==> config.mk <==
export PLATFORM = sky130hd
export DESIGN_NAME = dscg_top
export DESIGN_NICKNAME = d
export VERILOG_FILES = /design/src/design/dscg_pkg.sv /design/src/design/dscg_top.sv
export SDC_FILE = /design/constraint.sdc
export NUM_CORES = 1
export LEC_CHECK = 0
export ABC_AREA = 1
export BUFFER_PORTS_ARGS = -buffer_cell sky130_fd_sc_hd__buf_2
export CAP_MARGIN = 20
export CORE_AREA = 2 2 78 80
export DETAILED_ROUTE_END_ITERATION = 6
export DIE_AREA = 0 0 80 82
export GPL_TIMING_DRIVEN = 0
export HOLD_SLACK_MARGIN = 0.12
export PLACE_DENSITY_LB_ADDON = 0.3
export RECOVER_POWER = 50
export REMOVE_ABC_BUFFERS = 1
export SYNTH_ARGS = -nofsm -noshare
export SYNTH_HDL_FRONTEND = slang
export SYNTH_SLANG_ARGS = --single-unit
==> constraint.sdc <==
create_clock -name clk_sys -period 1.8 [get_ports clk_sys]
set_clock_uncertainty 0.15 [all_clocks]
set_input_delay 0.18 -clock clk_sys [delete_from_list [all_inputs] [get_ports clk_sys]]
set_output_delay 0.18 -clock clk_sys [all_outputs]
set_load 0.05 [all_outputs]
==> src/design/dscg_pkg.sv <==
// Package with register map, field positions and reset values of the deep-sleep clock gate.
package dscg_pkg;

	// ------------------------------------------------------------------
	// Register offsets (byte addresses)
	// ------------------------------------------------------------------
	localparam logic [11:0] DSCG_OFF_GATE      = 12'h120; // deep_sleep_clock_gate_0
	localparam logic [11:0] DSCG_OFF_RUN_GATE  = 12'h100; // run_clock_gate_0
	localparam logic [11:0] DSCG_OFF_SLP_GATE  = 12'h110; // sleep_clock_gate_0
	localparam logic [11:0] DSCG_OFF_CTRL      = 12'h130; // auto_clock_gating_select and mode
	localparam logic [11:0] DSCG_OFF_IRQ_STAT  = 12'h140;
	localparam logic [11:0] DSCG_OFF_IRQ_EN    = 12'h144;
	localparam logic [11:0] DSCG_OFF_IRQ_CLR   = 12'h148;

	// ------------------------------------------------------------------
	// Field positions
	// ------------------------------------------------------------------
	localparam int DSCG_BIT_CAN  = 24;
	localparam int DSCG_BIT_ADC  = 16;
	localparam int DSCG_BIT_WDOG = 3;
	localparam int DSCG_BIT_RSV1 = 6;

	// Mask of writable gating bits and reset value.
	localparam logic [31:0] DSCG_WR_MASK   = 32'h0101_0008;
	localparam logic [31:0] DSCG_GATE_RST  = 32'h0000_0040;
	localparam logic [31:0] DSCG_RSV_ONES  = 32'h0000_0040;
	localparam logic [31:0] DSCG_ZERO      = 32'h0000_0000;

	// Interrupt status bits.
	localparam int DSCG_IRQ_FAULT  = 0;
	localparam int DSCG_IRQ_CHANGE = 1;
	localparam int DSCG_IRQ_W      = 2;

	// Power modes.
	typedef enum logic [1:0] {
		DSCG_MODE_RUN   = 2'b00,
		DSCG_MODE_SLEEP = 2'b01,
		DSCG_MODE_DEEP  = 2'b10
	} dscg_mode_e;

endpackage

==> src/design/dscg_top.sv <==
// Deep-sleep clock gating control with APB slave, mode selection and fault detection.
`timescale 1ns/1ps

// Functional notes
// [RULE1] Gating bit is the peripheral clock enable.
// [RULE2] Access to gated-off peripheral gets bus fault.
// [RULE3] Gating bits reset cleared, all unclocked.
// [RULE4] Register resets to 0x00000040, bit6 reads one.
// [RULE5] Run, sleep, deep gates chosen by mode.
// [RULE6] Sleep/deep gates used only with auto select.
// [RULE7] Software enables peripherals it needs.
// [RULE8] Reserved bits read-only, no clocking effect.
// [RULE9] Software preserves reserved bits on update.
// [RULE10] Writable bits: 24 CAN, 16 ADC, 3 watchdog.
module dscg_top
	import dscg_pkg::*;
(
	input  wire logic        clk_sys,
	input  wire logic        rst,
	input  wire logic        clk_en,
	input  wire logic        psel,
	input  wire logic        penable,
	input  wire logic        pwrite,
	input  wire logic [11:0] paddr,
	input  wire logic [31:0] pwdata,
	input  wire logic [3:0]  pstrb,
	output logic      [31:0] prdata,
	output logic             pready,
	output logic             pslverr,
	input  wire logic        can_access,
	input  wire logic        adc_access,
	input  wire logic        wdog_access,
	output logic             can_unit_clock_gate,
	output logic             adc_clock_gate,
	output logic             watchdog_clock_gate,
	output logic             can_fault,
	output logic             adc_fault,
	output logic             wdog_fault,
	output logic [1:0]       power_mode,
	output logic             irq
);

	// ------------------------------------------------------------------
	// Registers
	// ------------------------------------------------------------------
	logic [31:0] deep_sleep_clock_gate_0;
	logic [31:0] run_clock_gate_0;
	logic [31:0] sleep_clock_gate_0;
	logic        auto_clock_gating_select;
	logic [1:0]  mode;
	logic [DSCG_IRQ_W-1:0] irq_stat;
	logic [DSCG_IRQ_W-1:0] irq_en;
	logic        acc_phase;
	// Applied enables and bus faults, one flip-flop per peripheral; the
	// nets gather them so that the selection and the ports see one vector.
	wire  [2:0]  gate_q;
	wire  [2:0]  fault_q;

	// ------------------------------------------------------------------
	// Bus decode
	// ------------------------------------------------------------------
	// Answer one cycle after the access phase starts, giving registered read data.
	wire         bus_req   = psel & penable & ~acc_phase;
	wire         wr_en     = bus_req & pwrite & clk_en;
	wire         hit_gate  = (paddr == DSCG_OFF_GATE);
	wire         hit_run   = (paddr == DSCG_OFF_RUN_GATE);
	wire         hit_slp   = (paddr == DSCG_OFF_SLP_GATE);
	wire         hit_ctrl  = (paddr == DSCG_OFF_CTRL);
	wire         hit_stat  = (paddr == DSCG_OFF_IRQ_STAT);
	wire         hit_en    = (paddr == DSCG_OFF_IRQ_EN);
	wire         hit_clr   = (paddr == DSCG_OFF_IRQ_CLR);
	wire         hit_any   = hit_gate | hit_run | hit_slp | hit_ctrl | hit_stat | hit_en | hit_clr;
	// Status is read-only and clear is write-only; wrong direction is an error.
	wire         bad_dir   = (hit_stat & pwrite) | (hit_clr & ~pwrite);
	wire         bus_err   = ~hit_any | bad_dir;

	// Byte-lane mask built from the strobes.
	wire [31:0]  lane_mask = {{8{pstrb[3]}}, {8{pstrb[2]}}, {8{pstrb[1]}}, {8{pstrb[0]}}};
	// [RULE8] reserved stay read-only
	wire [31:0]  wmask     = lane_mask & DSCG_WR_MASK;

	// Merge write data into a gating register, keeping reserved bits.
	function automatic logic [31:0] merge(input logic [31:0] cur, input logic [31:0] wd,
					      input logic [31:0] m);
		merge = (cur & ~m) | (wd & m);
	endfunction

	wire [31:0]  next_gate  = merge(deep_sleep_clock_gate_0, pwdata, wmask);
	wire [31:0]  next_run   = merge(run_clock_gate_0, pwdata, wmask);
	wire [31:0]  next_slp   = merge(sleep_clock_gate_0, pwdata, wmask);

	// ------------------------------------------------------------------
	// Gate selection
	// ------------------------------------------------------------------
	// [RULE5] pick gate by mode
	// [RULE6] auto select required
	wire         use_deep   = auto_clock_gating_select & (mode == DSCG_MODE_DEEP);
	wire         use_slp    = auto_clock_gating_select & (mode == DSCG_MODE_SLEEP);
	wire [31:0]  active     = use_deep ? deep_sleep_clock_gate_0 :
				  use_slp  ? sleep_clock_gate_0 : run_clock_gate_0;
	// [RULE10] writable bit positions
	wire [2:0]   act_en     = {active[DSCG_BIT_CAN], active[DSCG_BIT_ADC], active[DSCG_BIT_WDOG]};
	wire [2:0]   acc_req    = {can_access, adc_access, wdog_access};

	// [RULE2] fault on gated access
	// Judged against the applied enable, the one the peripheral clock follows.
	wire [2:0]   next_fault = acc_req & ~gate_q;
	wire         gate_diff  = (act_en != {can_unit_clock_gate, adc_clock_gate,
				     watchdog_clock_gate});

	// Events: any fault, and any change of the applied enables.
	wire [DSCG_IRQ_W-1:0] evt = {gate_diff, |next_fault};
	wire [DSCG_IRQ_W-1:0] clr = (wr_en & hit_clr) ? pwdata[DSCG_IRQ_W-1:0] : '0;

	// Read multiplexer.
	wire [31:0]  rd_mux =
		hit_gate ? (deep_sleep_clock_gate_0 | DSCG_RSV_ONES) :
		hit_run  ? (run_clock_gate_0 | DSCG_RSV_ONES) :
		hit_slp  ? (sleep_clock_gate_0 | DSCG_RSV_ONES) :
		hit_ctrl ? {29'h0000_0000, mode, auto_clock_gating_select} :
		hit_stat ? {30'h0000_0000, irq_stat} :
		hit_en   ? {30'h0000_0000, irq_en} : DSCG_ZERO;

	// ------------------------------------------------------------------
	// APB response
	// ------------------------------------------------------------------
	// Answer qualifiers, worked out once so each flip-flop below stays a plain copy.
	wire         next_pslverr = bus_req & bus_err;
	wire         rd_ok        = bus_req & ~pwrite & ~bus_err;
	wire [31:0]  next_prdata  = rd_ok ? rd_mux : DSCG_ZERO;

	// Access-phase marker: blocks a second answer while the master still
	// holds the request in the cycle in which pready is high.
	always_ff @(posedge clk_sys) begin
		if (rst) begin
			acc_phase <= 1'b0;
		end else if (clk_en) begin
			acc_phase <= bus_req;
		end
	end

	// A single wait state keeps the answer registered like every other output.
	// The cost is one extra cycle per access, which software never notices.
	always_ff @(posedge clk_sys) begin
		if (rst) begin
			pready  <= 1'b0;
			pslverr <= 1'b0;
		end else if (clk_en) begin
			pready  <= bus_req;
			pslverr <= next_pslverr;
		end
	end

	// Read data is forced to zero outside an answer, so a stale word never
	// leaks onto the bus when the master looks in the wrong cycle.
	always_ff @(posedge clk_sys) begin
		if (rst) begin
			prdata <= DSCG_ZERO;
		end else if (clk_en) begin
			prdata <= next_prdata;
		end
	end

	// ------------------------------------------------------------------
	// Gating registers
	// ------------------------------------------------------------------
	// Write strobes per gating register; clk_en is already folded into wr_en,
	// so a frozen block ignores the bus as well.
	wire         wr_gate    = wr_en & hit_gate;
	wire         wr_run     = wr_en & hit_run;
	wire         wr_slp     = wr_en & hit_slp;

	// Deep-sleep gate, the register this block exists for.
	// [RULE3] reset cleared
	// [RULE4] reset value 0x40
	always_ff @(posedge clk_sys) begin
		if (rst) begin
			deep_sleep_clock_gate_0 <= DSCG_GATE_RST;
		end else if (wr_gate) begin
			deep_sleep_clock_gate_0 <= next_gate;
		end
	end

	// Run-mode gate; it stays in force whenever auto selection is off.
	// [RULE3] reset cleared
	always_ff @(posedge clk_sys) begin
		if (rst) begin
			run_clock_gate_0 <= DSCG_GATE_RST;
		end else if (wr_run) begin
			run_clock_gate_0 <= next_run;
		end
	end

	// Sleep-mode gate, same layout and reset as the other two.
	// [RULE3] reset cleared
	always_ff @(posedge clk_sys) begin
		if (rst) begin
			sleep_clock_gate_0 <= DSCG_GATE_RST;
		end else if (wr_slp) begin
			sleep_clock_gate_0 <= next_slp;
		end
	end

	// Both small registers live in byte lane 0, so only that strobe matters.
	wire         wr_ctrl    = wr_en & hit_ctrl & pstrb[0];
	wire         wr_irq_en  = wr_en & hit_en & pstrb[0];

	// Control register: auto select bit and current power mode.
	// Mode code 3 is kept as written and simply selects the run gate.
	always_ff @(posedge clk_sys) begin
		if (rst) begin
			auto_clock_gating_select <= 1'b0;
			mode                     <= DSCG_MODE_RUN;
		end else if (wr_ctrl) begin
			auto_clock_gating_select <= pwdata[0];
			mode                     <= pwdata[2:1];
		end
	end

	// Interrupt enable register.
	always_ff @(posedge clk_sys) begin
		if (rst) begin
			irq_en <= '0;
		end else if (wr_irq_en) begin
			irq_en <= pwdata[DSCG_IRQ_W-1:0];
		end
	end

	// ------------------------------------------------------------------
	// Outputs and interrupt
	// ------------------------------------------------------------------
	// Per-peripheral flip-flops. Index 2 is CAN, 1 is the ADC, 0 the watchdog.
	// The fault looks at the applied enable, not the one just selected, so it
	// always agrees with the clock that the peripheral really gets.
	for (genvar ch = 0; ch < 3; ch = ch + 1) begin : g_ch
		logic en_q;
		logic flt_q;

		// [RULE1] enables drive clocks
		always_ff @(posedge clk_sys) begin
			if (rst) begin
				en_q <= 1'b0;
			end else if (clk_en) begin
				en_q <= act_en[ch];
			end
		end

		// [RULE2] fault on gated access
		always_ff @(posedge clk_sys) begin
			if (rst) begin
				flt_q <= 1'b0;
			end else if (clk_en) begin
				flt_q <= next_fault[ch];
			end
		end

		assign gate_q[ch]  = en_q;
		assign fault_q[ch] = flt_q;
	end

	// Outputs are plain copies of the per-peripheral flip-flops.
	assign can_unit_clock_gate = gate_q[2];
	assign adc_clock_gate      = gate_q[1];
	assign watchdog_clock_gate = gate_q[0];
	assign can_fault           = fault_q[2];
	assign adc_fault           = fault_q[1];
	assign wdog_fault          = fault_q[0];

	// Power mode as seen by the rest of the clock controller.
	always_ff @(posedge clk_sys) begin
		if (rst) begin
			power_mode <= DSCG_MODE_RUN;
		end else if (clk_en) begin
			power_mode <= mode;
		end
	end

	// ------------------------------------------------------------------
	// Interrupt
	// ------------------------------------------------------------------
	// A new event wins over a clear in the same cycle so no event is lost;
	// software simply sees the bit again on its next read.
	wire [DSCG_IRQ_W-1:0] next_irq_stat = (irq_stat & ~clr) | evt;
	wire                  next_irq      = |(next_irq_stat & irq_en);

	// Sticky status bits.
	always_ff @(posedge clk_sys) begin
		if (rst) begin
			irq_stat <= '0;
		end else if (clk_en) begin
			irq_stat <= next_irq_stat;
		end
	end

	// The line is registered from the next status, so it rises together
	// with the status bit rather than one cycle behind it.
	always_ff @(posedge clk_sys) begin
		if (rst) begin
			irq <= 1'b0;
		end else if (clk_en) begin
			irq <= next_irq;
		end
	end

endmodule // dscg_top

==> metrics.md <==
| Metric | Value |
|---|---|
| Final worst slack | `158 ps` |
| Mapped Cells | `333` |
| Switching power | `586 uW` |
| Antenna diodes | `0` |
| Async SR Flop Fraction | `0%` |
| Post-layout min period | `1640 ps` |
| Final setup violation count | `0` |
| Mapped cell area | `2230 sq um` |
| Worst-path clk slew | `70 ps` |
| Status | `finished, final reports clean` |
| Die area | `6560 sq um` |
| Worst reg2reg startpoint | `pready$_SDFFE_PP0P_` |
| Fmax | `609 MHz` |
| Final instance area | `2660 sq um` |
| Starting Density | `38.9%` |
| Post-synthesis sequential area ratio | `30.5%` |
| Setup slack at placement | `-18.3 ps` |
| Die Y | `82 microns` |
| Clock Power Share | `37.6%` |
| Root Buffer | `clkbuf_8` |
| TritonCTS clock tree | `done` |
| Number of synthesized flops with an enable pin | `0` |
| Main flop type after synthesis | `dfxtp_1` |
| Max-Cap Viols | `0` |
| Clock sink total | `34` |
| CTS Buf Count | `5` |
| GRT overflow | `0` |
| Clk_lat worst skew | `280 ps` |
| Initial drt markers | `122` |
| Hold-critical path depth | `4` |
| Max_slew headroom | `44.1%` |
| Placed standard-cell area | `2440 sq um` |
| Via count | `2181` |
| Period utilization | `91.2%` |
| Post-route ant nets | `0` |
| Fin. max-slew vios | `0` |
| Die Width | `80 microns` |
| R2R depth | `8` |
| Sequential power share | `42.3%` |
| Sw Share | `31.7%` |
| Std cell rows | `28` |
| RSZ-0062 raised after global routing | `no` |
| Clk buf depth | `2` |
| Worst Path Arrival | `1690 ps` |
| Routed length per instance | `11.7 microns` |
| Pwr/cell area | `696 nW/um^2` |
| Startpoint Class | `flip-flop` |
| Mapped Avg Cell Area | `6.71 sq um` |
| Placed cell count | `447` |
| Hold_sp | `pstrb[2]` |
| Count of different cell masters after synthesis | `34` |
| Leakage | `1.15 nW` |
| Placer Congestion | `0.919` |
| H-Tree Depth | `2` |
| Final hold vios | `0` |
| Core Box Area | `5750 sq um` |
| R2R setup slack | `160 ps` |
| Initial antenna violation count | `0` |
| Largest net degree at the start of global routing | `28` |
| Yosys top cell by area | `dfxtp_1` |
| Worst Path Max Fanout | `4` |
| Drt drc | `0` |
| Vias/cell | `4.67` |
| Synth area leaders | `dfxtp_1 30%, nand2_1 9.4%, buf_4 8.4%` |
| Worst VDD drop | `0.294 mV` |
| TritonRoute pass-1 iters | `4` |
| GRT Total Usage | `18.0%` |
| Layout overhead on the synthesized area | `19.0%` |
| Layout cells sized above 1 | `20.2%` |
| First-pass GRT wire length | `9210 microns` |
| Crit Path Category | `flip-flop to flip-flop` |
| Yosys top cell area share | `30.5%` |
| Slew @ Worst Pin | `838 ps` |
| Worst EP required | `1850 ps` |
| Final net count | `448` |
| Post-Layout Cell Count | `467` |
| Final WL | `5470 microns` |
| Vias in the first global route | `1949` |
| Synthesis Warnings | `0` |
| Total internal power | `1.26 mW` |
| Final HPWL DP | `4240 microns` |
| IO Pins | `100` |
| Setup crit end kind | `flip-flop` |
| Port bufs | `47` |
| Combinational Power Share | `20.1%` |
| Post-synthesis register bit count | `34` |
| Type of the tightest min-delay check | `input port to flip-flop` |
[synthesized netlist by cell type, types with 4 or more instances]
cell type  number
dfxtp_1        34
nor2_4          7
a21oi_1        21
inv_1          36
nand4_1         8
nor2_2          9
nand2_1        56
nand3_1        27
o21ai_0        19
clkbuf_1        5
nor2_1         46
nand3_2         4
buf_4          25
a211oi_1        4
inv_2           6
[routing by layer]
layer  wire (microns)  up-vias  track usage, %
met2             2470       63            30.3
li1                 -     1148               -
met5                0        -               0
met4               70        0            3.73
met3              275        8            3.41
met1             2650      962            23.9
[metrics by stage]
stage | power, mW | hold WS (ps) | util (%) | setup TNS [ps]
after CTS | 1.87 | 120 | 46.0 | 0
after global placement | 1.16 | 309 | 42.4 | 0
after global routing | 1.93 | 161 | 46.3 | 0
after floorplan | 1.06 | 99.1 | - | 0
final | 1.85 | 126 | 46.3 | 0
after detailed placement | 1.16 | 306 | 42.4 | -21.6
[worst max-delay path by stage]
| stage | endpoint | cells after the start | from | slack [ps] |
|---|---|---|---|---|
| after floorplan | irq_en[1]$_SDFFE_PP0P_ | 9 | pready$_SDFFE_PP0P_ | 80 |
| after global placement | mode[1]$_SDFFE_PP0P_ | 8 | clk_en | 20 |
| after detailed placement | mode[1]$_SDFFE_PP0P_ | 8 | clk_en | -20 |
| after CTS | irq_stat[1]$_SDFFE_PP0P_ | 9 | auto_clock_gating_select$_SDFFE_PP0P_ | 70 |
| after global routing | mode[1]$_SDFFE_PP0P_ | 8 | pready$_SDFFE_PP0P_ | 20 |
| final | flip-flop | 8 | pready$_SDFFE_PP0P_ | 160 |
[layout make-up]
cell class | instances | area (sq um)
clock buffer | 7 | 76.3
clock inverter | 1 | 30.0
fill | 631 | 3090
inverter | 43 | 161
multi-input combinational | 248 | 1280
sequential | 34 | 687
tap | 75 | 93.8
timing repair buffer | 59 | 328
[repair_timing]
item                                    CTS  global route
setup buffers                             0             2
hold buffers                             10             0
endpoints found under the setup margin    0             7
gates resized for setup                   0             9
endpoints found under the hold margin    17             0
[kinds of logic after synthesis]
| kind of cell | after synthesis | share of synthesized area [%] |
|---|---|---|
| and+or+nand+nor | 167 | 37.9 |
| buffers and inverters | 75 | 16.9 |
| AOI/OAI and AO/OA | 56 | 14.6 |
| DFF | 34 | 30.5 |
| other | 1 | 0.168 |
[placed cells by master (no fill, tap or decap), types with 2 or more instances in the layout]
| cell | n |
|---|---|
| conb_1 | 25 |
| buf_4 | 2 |
| nor2_2 | 9 |
| clkbuf_8 | 5 |
| dlygate4sd3_1 | 10 |
| a211oi_2 | 2 |
| buf_2 | 28 |
| nand3_1 | 26 |
| inv_1 | 34 |
| a21oi_1 | 21 |
| clkbuf_1 | 20 |
| nand2_1 | 56 |
| a311oi_1 | 2 |
| dfxtp_2 | 2 |
| dfxtp_1 | 31 |
| o21ai_1 | 2 |
| a31oi_1 | 2 |
| o21ai_0 | 19 |
| nand3_4 | 2 |
| nor2_1 | 46 |
| and3_1 | 2 |
| a211oi_1 | 4 |
| nor2_4 | 7 |
| inv_2 | 8 |
| nand4_1 | 8 |
| nand3_2 | 4 |
| nand2_4 | 2 |
[power by group through the flow]
| stage | clock network (mW) | registers, mW | logic (mW) |
|---|---|---|---|
| floorplan | 0 | 0.856 | 0.208 |
| global placement | 0 | 0.800 | 0.355 |
| detailed placement | 0 | 0.800 | 0.358 |
| CTS | 0.710 | 0.783 | 0.375 |
| global route | 0.741 | 0.785 | 0.404 |
| finish | 0.695 | 0.782 | 0.372 |
[worst max-delay path, cell delays in order (launching register included)]
cell	delay, ps
dfxtp_1	340
nor2_1	140
nand2_1	120
nor2_4	190
buf_4	150
nand4_1	110
nor2_1	150
nor2_1	50
a211oi_1	160
Note: power is estimated with default switching activity, not from simulation.
